### src/common/lqt_pkg.sv
// constants for the link quality threshold access port
// assumes a 32-bit avalon-mm slave with byte addresses and one clock
package lqt_pkg;
   // register byte offsets
   localparam logic [4:0] OFF_DATA  = 5'h00;
   localparam logic [4:0] OFF_WARN  = 5'h04;
   localparam logic [4:0] OFF_IST   = 5'h08;
   localparam logic [4:0] OFF_IMASK = 5'h0C;
   localparam logic [4:0] OFF_CTRL  = 5'h10;

   // data port fields
   localparam int BIT_CAPTURE = 13;
   localparam int BIT_STROBE  = 12;
   localparam int SEL_MSB     = 11;
   localparam int SEL_LSB     = 9;
   localparam int BIT_SIDE    = 8;
   localparam int BYTE_MSB    = 7;
   localparam int RESV_MSB    = 15;
   localparam int RESV_LSB    = 14;

   // ctrl fields
   localparam int BIT_PDOWN = 0;

   // interrupt status fields
   localparam int IRQ_W       = 3;
   localparam int IRQ_WARN    = 0;
   localparam int IRQ_REFUSED = 1;
   localparam int IRQ_SAMPLE  = 2;

   // warning flags: 2*m is low, 2*m+1 is high, last is variance high
   localparam int N_MET  = 5;
   localparam int WARN_W = 11;
   localparam int WARN_VAR = 10;

   // reset values
   localparam logic [7:0]  RST_LIMIT_BYTE = 8'h80;
   localparam logic [7:0]  RST_LO_THR     = 8'h00;
   localparam logic [7:0]  RST_HI_THR     = 8'hFF;
   localparam logic [7:0]  RST_VAR_THR    = 8'hFF;
   localparam logic [2:0]  RST_IMASK      = 3'h0;

   typedef enum logic [2:0] {
      MS_EQ_COEF = 3'b000,
      MS_DGAIN   = 3'b001,
      MS_BLW     = 3'b010,
      MS_FOFF    = 3'b011,
      MS_FCTL    = 3'b100,
      MS_VAR     = 3'b101,
      MS_UNDEF6  = 3'b110,
      MS_UNDEF7  = 3'b111
   } lqt_metric_t;
endpackage

### src/hw/lqt_cmp.sv
// low and high bound comparator for a monitored metric
// assumes value and bounds are unsigned and synchronous to the clock
module lqt_cmp #(
   parameter int W = 8
) (
   input  wire logic [W-1:0] value,
   input  wire logic [W-1:0] lo_bound,
   input  wire logic [W-1:0] hi_bound,
   output wire logic         lo_hit,
   output wire logic         hi_hit
);
   // a bound at the extreme value never fires, which disables it
   assign lo_hit = value < lo_bound;
   assign hi_hit = value > hi_bound;
endmodule

### src/hw/lqt_top.sv
// threshold access port of the 100 Mb link quality monitor
// assumes avalon-mm master on CLK, live metrics synchronous to CLK
// Contract
// - bits 15:14 of the data port ignore writes and read as zero
// - writing capture bit 13 as one samples the selected metric, enables sample reads
// - writing strobe bit 12 as one stores the limit byte into selected threshold
// - strobe holds nothing; reads of bit 12 return zero
// - selector 11:9 decodes coefficient, gain, wander, offset, control, variance
// - one selector serves sampling and threshold access alike
// - side bit 8 picks low threshold at zero, high at one
// - for variance, side picks variance bits 23:16 or 31:24 of high threshold
// - limit byte resets to 0x80; capture, selector and side reset to zero
// - with capture clear, written limit byte is data for the selected threshold
// - with capture clear, limit byte reads the selected stored threshold
// - with capture set, limit byte reads the sample, held until a new capture
// - no threshold writes accepted in power-down
// - bound crossing sets high or low warning flag, cleared on its read
module lqt_top
   import lqt_pkg::*;
(
   input  wire logic        CLK,
   input  wire logic        NRST,
   input  wire logic [4:0]  ADDRESS,
   input  wire logic        READ,
   input  wire logic        WRITE,
   input  wire logic [31:0] WRITEDATA,
   input  wire logic [3:0]  BYTEENABLE,
   output logic      [31:0] READDATA,
   output logic             WAITREQUEST,
   output logic             IRQ,
   input  wire logic [7:0]  EQUALIZER_COEFFICIENT,
   input  wire logic [7:0]  DIGITAL_GAIN_LEVEL,
   input  wire logic [7:0]  BASELINE_WANDER,
   input  wire logic [7:0]  FREQ_OFFSET,
   input  wire logic [7:0]  FREQ_CONTROL,
   input  wire logic [31:0] VARIANCE
);

   logic              wait_ff;
   logic [31:0]       rdata_ff;
   logic              irq_ff;
   logic              capture_ff;
   lqt_metric_t       sel_ff;
   logic              side_ff;
   logic [7:0]        limit_byte_ff;
   logic [7:0]        sample_ff;
   logic              pdown_ff;
   logic [WARN_W-1:0] warn_ff;
   logic [IRQ_W-1:0]  ist_ff;
   logic [IRQ_W-1:0]  imask_ff;
   logic [7:0]        lo_thr_ff [N_MET];
   logic [7:0]        hi_thr_ff [N_MET];
   logic [7:0]        var_thr_ff [2];

   // bus decode
   wire logic req     = READ | WRITE;
   wire logic take    = req & ~wait_ff;
   wire logic wr_take = WRITE & take;
   wire logic rd_take = READ & take;
   wire logic rd_prep = READ & wait_ff;
   wire logic hit_data  = ADDRESS == OFF_DATA;
   wire logic hit_warn  = ADDRESS == OFF_WARN;
   wire logic hit_ist   = ADDRESS == OFF_IST;
   wire logic hit_imask = ADDRESS == OFF_IMASK;
   wire logic hit_ctrl  = ADDRESS == OFF_CTRL;
   wire logic be0 = BYTEENABLE[0];
   wire logic be1 = BYTEENABLE[1];

   // effective fields of a data port write
   wire logic data_wr  = wr_take & hit_data;
   wire logic ctl_wr   = data_wr & be1;
   wire lqt_metric_t new_sel =
      ctl_wr ? lqt_metric_t'(WRITEDATA[SEL_MSB:SEL_LSB]) : sel_ff;
   wire logic new_side = ctl_wr ? WRITEDATA[BIT_SIDE] : side_ff;
   wire logic [7:0] new_byte =
      (data_wr & be0) ? WRITEDATA[BYTE_MSB:0] : limit_byte_ff;

   // strobe is acted on, never stored; capture is stored as written
   wire logic store_req = ctl_wr & WRITEDATA[BIT_STROBE];
   wire logic sel_ok    = new_sel <= MS_VAR;
   wire logic thr_we    = store_req & sel_ok & ~pdown_ff;
   wire logic refused   = store_req & pdown_ff;
   wire logic cap_start = ctl_wr & WRITEDATA[BIT_CAPTURE];

   // live metric selection, one mux that feeds only the sample register
   wire logic [7:0] live_b [N_MET];
   assign live_b[0] = EQUALIZER_COEFFICIENT;
   assign live_b[1] = DIGITAL_GAIN_LEVEL;
   assign live_b[2] = BASELINE_WANDER;
   assign live_b[3] = FREQ_OFFSET;
   assign live_b[4] = FREQ_CONTROL;

   // metrics come in as arguments, else the net would only follow the selector
   function automatic logic [7:0] live_pick(input lqt_metric_t s, input logic sd,
                                            input logic [31:0] v, input logic [39:0] m);
      logic [7:0] r;
      r = 8'h00;
      unique case (s)
         MS_EQ_COEF: r = m[7:0];
         MS_DGAIN:   r = m[15:8];
         MS_BLW:     r = m[23:16];
         MS_FOFF:    r = m[31:24];
         MS_FCTL:    r = m[39:32];
         MS_VAR:     r = sd ? v[31:24] : v[23:16];
         MS_UNDEF6:  r = 8'h00;
         MS_UNDEF7:  r = 8'h00;
      endcase
      return r;
   endfunction

   wire logic [7:0] live_sel = live_pick(new_sel, new_side, VARIANCE,
      {live_b[4], live_b[3], live_b[2], live_b[1], live_b[0]});

   // stored threshold addressed by selector and side
   wire logic [2:0] idx = 3'(sel_ff);
   wire logic [7:0] thr_byte =
      (sel_ff == MS_VAR) ? var_thr_ff[side_ff] :
      (sel_ff > MS_VAR)  ? 8'h00 :
      side_ff ? hi_thr_ff[idx] : lo_thr_ff[idx];

   // limit byte read view depends on capture mode
   wire logic [7:0] rd_byte = capture_ff ? sample_ff : thr_byte;
   wire logic [15:0] data_view = {2'b00, capture_ff, 1'b0, 3'(sel_ff),
                                  side_ff, rd_byte};

   wire logic [31:0] rd_mux =
      hit_data  ? {16'h0000, data_view} :
      hit_warn  ? {21'h00_0000, warn_ff} :
      hit_ist   ? {29'h0000_0000, ist_ff} :
      hit_imask ? {29'h0000_0000, imask_ff} :
      hit_ctrl  ? {31'h0000_0000, pdown_ff} :
      32'h0000_0000;

   // comparators
   wire logic [WARN_W-1:0] hits;
   genvar g;
   generate
      for (g = 0; g < N_MET; g++) begin : g_cmp
         lqt_cmp #(.W(8)) u_cmp (
            .value    (live_b[g]),
            .lo_bound (lo_thr_ff[g]),
            .hi_bound (hi_thr_ff[g]),
            .lo_hit   (hits[2*g]),
            .hi_hit   (hits[2*g+1])
         );
      end
   endgenerate

   // variance has only a high bound
   lqt_cmp #(.W(16)) u_cmp_var (
      .value    (VARIANCE[31:16]),
      .lo_bound (16'h0000),
      .hi_bound ({var_thr_ff[1], var_thr_ff[0]}),
      .lo_hit   (),
      .hi_hit   (hits[WARN_VAR])
   );

   // clear only bits that the answer carried, so a late set survives
   wire logic [WARN_W-1:0] warn_clr =
      (rd_take & hit_warn) ? rdata_ff[WARN_W-1:0] : '0;
   wire logic [WARN_W-1:0] nxt_warn = (warn_ff & ~warn_clr) | hits;

   wire logic [IRQ_W-1:0] ev = {cap_start, refused, |(hits & ~warn_ff)};
   wire logic [IRQ_W-1:0] ist_clr =
      (wr_take & hit_ist & be0) ? WRITEDATA[IRQ_W-1:0] : '0;
   wire logic [IRQ_W-1:0] nxt_ist  = (ist_ff & ~ist_clr) | ev;
   wire logic [IRQ_W-1:0] nxt_mask =
      (wr_take & hit_imask & be0) ? WRITEDATA[IRQ_W-1:0] : imask_ff;

   // one wait cycle per request, answer stands at the taken edge
   always_ff @(posedge CLK or negedge NRST) begin
      if (!NRST) begin
         wait_ff  <= 1'b1;
         rdata_ff <= 32'h0000_0000;
      end else begin
         wait_ff  <= ~(req & wait_ff);
         rdata_ff <= rd_prep ? rd_mux : rdata_ff;
      end
   end

   always_ff @(posedge CLK or negedge NRST) begin
      if (!NRST) begin
         capture_ff    <= 1'b0;
         sel_ff        <= MS_EQ_COEF;
         side_ff       <= 1'b0;
         limit_byte_ff <= RST_LIMIT_BYTE;
      end else begin
         capture_ff    <= ctl_wr ? WRITEDATA[BIT_CAPTURE] : capture_ff;
         sel_ff        <= new_sel;
         side_ff       <= new_side;
         limit_byte_ff <= new_byte;
      end
   end

   // sample taken once per capture write, then held
   always_ff @(posedge CLK or negedge NRST) begin
      if (!NRST) begin
         sample_ff <= 8'h00;
      end else if (cap_start) begin
         sample_ff <= live_sel;
      end
   end

   always_ff @(posedge CLK or negedge NRST) begin
      if (!NRST) begin
         for (int i = 0; i < N_MET; i++) begin
            lo_thr_ff[i] <= RST_LO_THR;
            hi_thr_ff[i] <= RST_HI_THR;
         end
         var_thr_ff[0] <= RST_VAR_THR;
         var_thr_ff[1] <= RST_VAR_THR;
      end else if (thr_we) begin
         if (new_sel == MS_VAR) begin
            var_thr_ff[new_side] <= new_byte;
         end else if (new_side) begin
            hi_thr_ff[3'(new_sel)] <= new_byte;
         end else begin
            lo_thr_ff[3'(new_sel)] <= new_byte;
         end
      end
   end

   always_ff @(posedge CLK or negedge NRST) begin
      if (!NRST) begin
         pdown_ff <= 1'b0;
         warn_ff  <= '0;
         ist_ff   <= '0;
         imask_ff <= RST_IMASK;
         irq_ff   <= 1'b0;
      end else begin
         pdown_ff <= (wr_take & hit_ctrl & be0) ? WRITEDATA[BIT_PDOWN] : pdown_ff;
         warn_ff  <= nxt_warn;
         ist_ff   <= nxt_ist;
         imask_ff <= nxt_mask;
         irq_ff   <= |(nxt_ist & nxt_mask);
      end
   end

   assign READDATA    = rdata_ff;
   assign WAITREQUEST = wait_ff;
   assign IRQ         = irq_ff;
endmodule

### config.mk
export PLATFORM = sky130hd
export DESIGN_NAME = lqt_top
export DESIGN_NICKNAME = d
export VERILOG_FILES = /design/src/common/lqt_pkg.sv /design/src/hw/lqt_cmp.sv /design/src/hw/lqt_top.sv
export SDC_FILE = /design/constraint.sdc
export NUM_CORES = 1
export LEC_CHECK = 0
export BUFFER_PORTS_ARGS = -buffer_cell sky130_fd_sc_hd__buf_4
export CORE_AREA = 2 2 131 133
export DETAILED_ROUTE_END_ITERATION = 8
export DIE_AREA = 0 0 133 135
export GPL_TIMING_DRIVEN = 0
export PLACE_DENSITY = 0.88
export SLEW_MARGIN = 5
export SYNTH_ARGS = -nofsm -noshare
export SYNTH_HDL_FRONTEND = slang
export SYNTH_HIERARCHICAL = 1
export SYNTH_SLANG_ARGS = --single-unit
### constraint.sdc
create_clock -name CLK -period 7.6 [get_ports CLK]
set_input_delay 1.52 -clock CLK [delete_from_list [all_inputs] [get_ports CLK]]
set_output_delay 1.52 -clock CLK [all_outputs]
set_load 0.05 [all_outputs]
; Yosys cells after proc, flatten, opt, wreduce, memory -nomap -nowiden
; Cells that the tools add are included.
[totals]
reg_bits = 169
in_bits = 117
output_inout_bits = 34
elab_cells = 137
[op_classes]
magnitude_cmp = 19
n_eq_ne = 12
n_mux = 33
bitwise_logic = 39
n_reduce_logical = 10
[op_table]
columns = op, n
row1 = $mux 8, 15
row2 = $bwmux 40, 2
row3 = $pmux 8 s7, 1
row4 = $bmux 8 s3, 2
row5 = $gt 8x8->1, 5
row6 = $lt 8x8->1, 5
row7 = $demux 8 s3, 1
row8 = $and 11x11->11, 2
row9 = $mux 11, 2
row10 = $not 11->11, 2
row11 = $and 1x1->1, 20
row12 = $bwmux 16, 1
row13 = $gt 16x16->1, 1
row14 = $eq 3x3->1 const B, 5
row15 = $mux 3, 5
row16 = $mux 14, 1
row17 = $or 11x11->11, 1
row18 = $reduce_or 11->1, 1
row19 = $eq 5x4->1 const B, 2
row20 = $demux 8 s1, 1
row21 = $ge 4x4->1 const B, 2
row22 = $not 3->4, 2
row23 = $and 3x3->3, 2
row24 = $eq 3x2->1 const B, 2
row25 = 21 further kinds, 30

; Longest topological paths before layout
[logic_depth]
word_depth = 12
ltp_mapped = 12
depth_no_buf = 12

; By module
; The synthesis kept the hierarchy.
[modules_own_cells]
columns = mod, instances, cells_each, area_per_inst_um2
row1 = lqt_top, 1, 758, 7574.8
row2 = lqt_cmp at g_cmp[0].u_cmp ..., 5, 49, 375.4
row3 = lqt_cmp at u_cmp_var, 1, 109, 795.8

; Worst setup path after synthesis
; OpenSTA, ideal clock, no wires.
[synth_path]
kind = input-to-reg
start = in DIGITAL_GAIN_LEVEL[1]
end = reg irq_ff, in the netlist IRQ
setup_ps = 119
arrival_time_ps = 3329
path_slack_ps = 4152
stages = 11
n_path_buf = 0
cell_sequence = ha_1 -> nor2b_1 -> o211ai_1 -> a21oi_1 -> o22a_1 -> nor2b_1 -> a21oi_1 -> o221ai_1 -> a2111o_1 -> a22oi_1 -> a21bo_2
[synth_via]
elab_chain_cells = 6
elab_cells_between_ends = 7
[synth_lines]
columns = element, line_no
row1 = from (decl), lqt_top.sv:32  ; input wire logic [7:0] DIGITAL_GAIN_LEVEL,
row2 = $gt 8x8->1, lqt_cmp.sv:14  ; assign hi_hit = value > hi_bound;
row3 = via hits[3], lqt_top.sv:135  ; wire logic [WARN_W-1:0] hits;
row4 = $and 11x11->11, lqt_top.sv:163  ; wire logic [IRQ_W-1:0] ev = {cap_start, refused, |(hits & ~warn_ff)};
row5 = $reduce_or 11->1, lqt_top.sv:163
row6 = $or 3x3->3, lqt_top.sv:166  ; wire logic [IRQ_W-1:0] nxt_ist = (ist_ff & ~ist_clr) | ev;
row7 = via nxt_ist[0], lqt_top.sv:166
row8 = $and 3x3->3, lqt_top.sv:235  ; irq_ff <= |(nxt_ist & nxt_mask);
row9 = $reduce_or 3->1, lqt_top.sv:235
row10 = to (signal assigned), lqt_top.sv:235
row11 = to (decl), lqt_top.sv:41  ; logic irq_ff;
; The timed path passes the listed nets, and every way through them passes these cells.
; A chain may end at the register's enable or synchronous reset.

; Worst setup path after layout
[layout_path]
start = in ADDRESS[1]
end = reg lo_thr_ff[24] (netlist bit)
[layout_via]
elab_chain_cells = 10
elab_cells_between_ends = 22
[layout_lines]
columns = element, line_no
row1 = from (decl), lqt_top.sv:23  ; input wire logic [4:0] ADDRESS,
row2 = $logic_not 5->1 *, lqt_top.sv:61  ; wire logic hit_data = ADDRESS == OFF_DATA;
row3 = $and 1x1->1 *, lqt_top.sv:70  ; wire logic data_wr = wr_take & hit_data;
row4 = $and 1x1->1, lqt_top.sv:71  ; wire logic ctl_wr = data_wr & be1;
row5 = $mux 3, lqt_top.sv:73  ; ctl_wr ? lqt_metric_t'(WRITEDATA[SEL_MSB:SEL_LSB]) : sel_ff;
row6 = $not 3->4 (not written as such), lqt_top.sv:218  ; lo_thr_ff[3'(new_sel)] <= new_byte;
row7 = $ge 4x4->1 (not written as such) or $lt 4x1->1 (tied branches), lqt_top.sv:218
row8 = $logic_and 1x1->1 (not written as such), lqt_top.sv:218
row9 = $mux 8 (not written as such), lqt_top.sv:218
row10 = $demux 8 s3, lqt_top.sv:218
row11 = $bwmux 40, lqt_top.sv:218
row12 = "to (signal, indexed assignment)", lqt_top.sv:218
row13 = to (decl), lqt_top.sv:51  ; logic [7:0] lo_thr_ff [N_MET];
; Mark *: on every way between the ends. The rest lies on a longest branch, timed or not.

==> results.cfg <==
[critical_path]
cp_num_buf_inv = 3
critPathKind = input pin to flip-flop
crit_chain = buf_4, nor3_2, and2_1, clkbuf_1, nand3_2, mux2i_1, clkbuf_1, o21ai_0
crit_arrival_ps = 4410
crit_fanout = 10
cpPeakStageDelay_ps = 700
cp_top_family = buffers and inverters
worst_path_most_repeated_cell = clkbuf_1
start_kind = input pin
cp-end-kind = flip-flop
slowest_stage = clkbuf_1
critPathRequiredTime_ps = 7860

[run]
cap_violations = 0

[sta]
hold_viol_final = 0
finalCriticalPeriod_ps = 4140
timing.hold.ws_ps = 471
min_period_over_period = 0.545
slew_headroom = 0.304
fmaxAchievable_mhz = 241
fin_tns_setup_ps = 0
final-setup-viol-count = 0
rsz0062_at_grt = no
slew_viol_final = 0
worst_pin_slew_ps = 1020
skew_ps = 9.38

[clock_tree]
clock_latency_ps = 440
tritoncts = built
clock_path_buffers = 2
holdBufCountCts = 0
root_buffer = clkbuf_16
cts_resized = 0
clk_pin_slew_ps = 60
h-tree-depth = 4
numCtsBuffers = 17
postCtsSetupBuffers = 0
clock_sinks = 150

[placed_design]
gp_congestion = 0.966
placed_area_sq_um = 10900
hpwl_mm = 23.2
dp_cells = 1390
port_buffers = 92

[yosys]
yosys_warnings = 6
syn_avg_cell_area_sq_um = 9.32
synth.cell_area_sq_um = 9870
synthCells = 1059

[power]
pwr_density_cell_nw_per_um2 = 194
ir_worst_vdd_mv = 0.174
leakage_nw = 4.87

[layout]
layout_commonest_cell = nand2_1
fin_nets = 1397
final_cells = 1422
antennaDiodeCount = 0
final_cell_mix = nand2_1 (145), inv_1 (113), buf_4 (111)
syn_to_final_growth_pct = 18.2
design_area_sq_um = 11700
final_layout_size_suffix_gt1_frac = 0.216
utilization = 0.711

[routing]
wire_per_inst_um = 22.0
first_pass_iters = 6
wl_mm = 31.3
drt_first_iter_violations = 1033
vias_per_cell = 6.43
drcViolationCount = 0
vias = 9141
postRouteAntennaNets = 0

[grt]
grt_max_degree = 88
track_usage = 0.354
grt_pass1_wl_mm = 48.0
antenna_found_initial = 0
overflow = 0
grt_pass1_vias = 9001

[floorplan]
dieArea_sq_um = 18000
core_sq_um = 16400
start_util = 0.602
die_height_um = 135
rows = 47
die_width_um = 133
ios = 151

[min_path]
hold_path.class = flip-flop to flip-flop

[outcome]
status = complete, no violations
-- layer usage --
metal	up-vias	share of wire	wire [um]	global-route usage
met5	-	0	0	0
met3	166	0.10	3230	0.0721
met2	640	0.45	14200	0.567
met4	0	0.066	2070	0.211
met1	4356	0.38	11800	0.447
li1	3979	-	-	-
-- registers in the layout, indices dropped and copies added (netlist names) --
name,flops
side_ff,1
imask_ff,3
var_thr_ff,16
capture_ff,1
hi_thr_ff,40
WAITREQUEST,1
sample_ff,8
READDATA,13
ist_ff,3
idx,3
IRQ,1
pdown_ff,1
warn_ff,11
lo_thr_ff,40
limit_byte_ff,8
-- per-stage QoR --
stage | setup WS [ps] | power (mW)
4_1_cts | 3650 | 2.25
6_report | 3460 | 2.26
3_3_place_gp | 3320 | 1.20
2_1_floorplan | 4150 | 1.06
3_5_place_dp | 3230 | 1.21
5_1_grt | 3460 | 2.32
-- final cells by class --
cell class | instances | area (sq um)
clock inverter | 6 | 180
buffer | 71 | 375
fill | 1154 | 4740
multi-input combinational | 743 | 5310
tap | 220 | 275
sequential | 150 | 3830
inverter | 113 | 424
timing repair buffer | 93 | 722
clock buffer | 26 | 553
-- worst min-delay path, cell delays in order (launching register included) --
cell and delay [ps]:
dfstp_2 370, nand2_1 50, o21ai_1 50
-- path summary, 6_finish.rpt --
check,startpoint,endpoint,slack (ps),depth (start not counted)
worst max-delay path,ADDRESS[1],lo_thr_ff[24],3460,8
worst min-delay path,hi_thr_ff[6],hi_thr_ff[6],470,2
worst max register to register,WAITREQUEST,sample_ff[0],4630,8
worst min register to register,hi_thr_ff[6],hi_thr_ff[6],470,2
max in group asynchronous,NRST,hi_thr_ff[31],5610,2
min in group asynchronous,NRST,warn_ff[10],1150,1
-- where the power goes --
part | internal, mW | switching [mW] | total (mW) | leakage, nW
Combinational | 0.134 | 0.238 | 0.372 | 2.71
Clock | 0.703 | 0.348 | 1.05 | 0.356
Sequential | 0.823 | 0.0182 | 0.841 | 1.79
(Power assumes the default switching activity.)
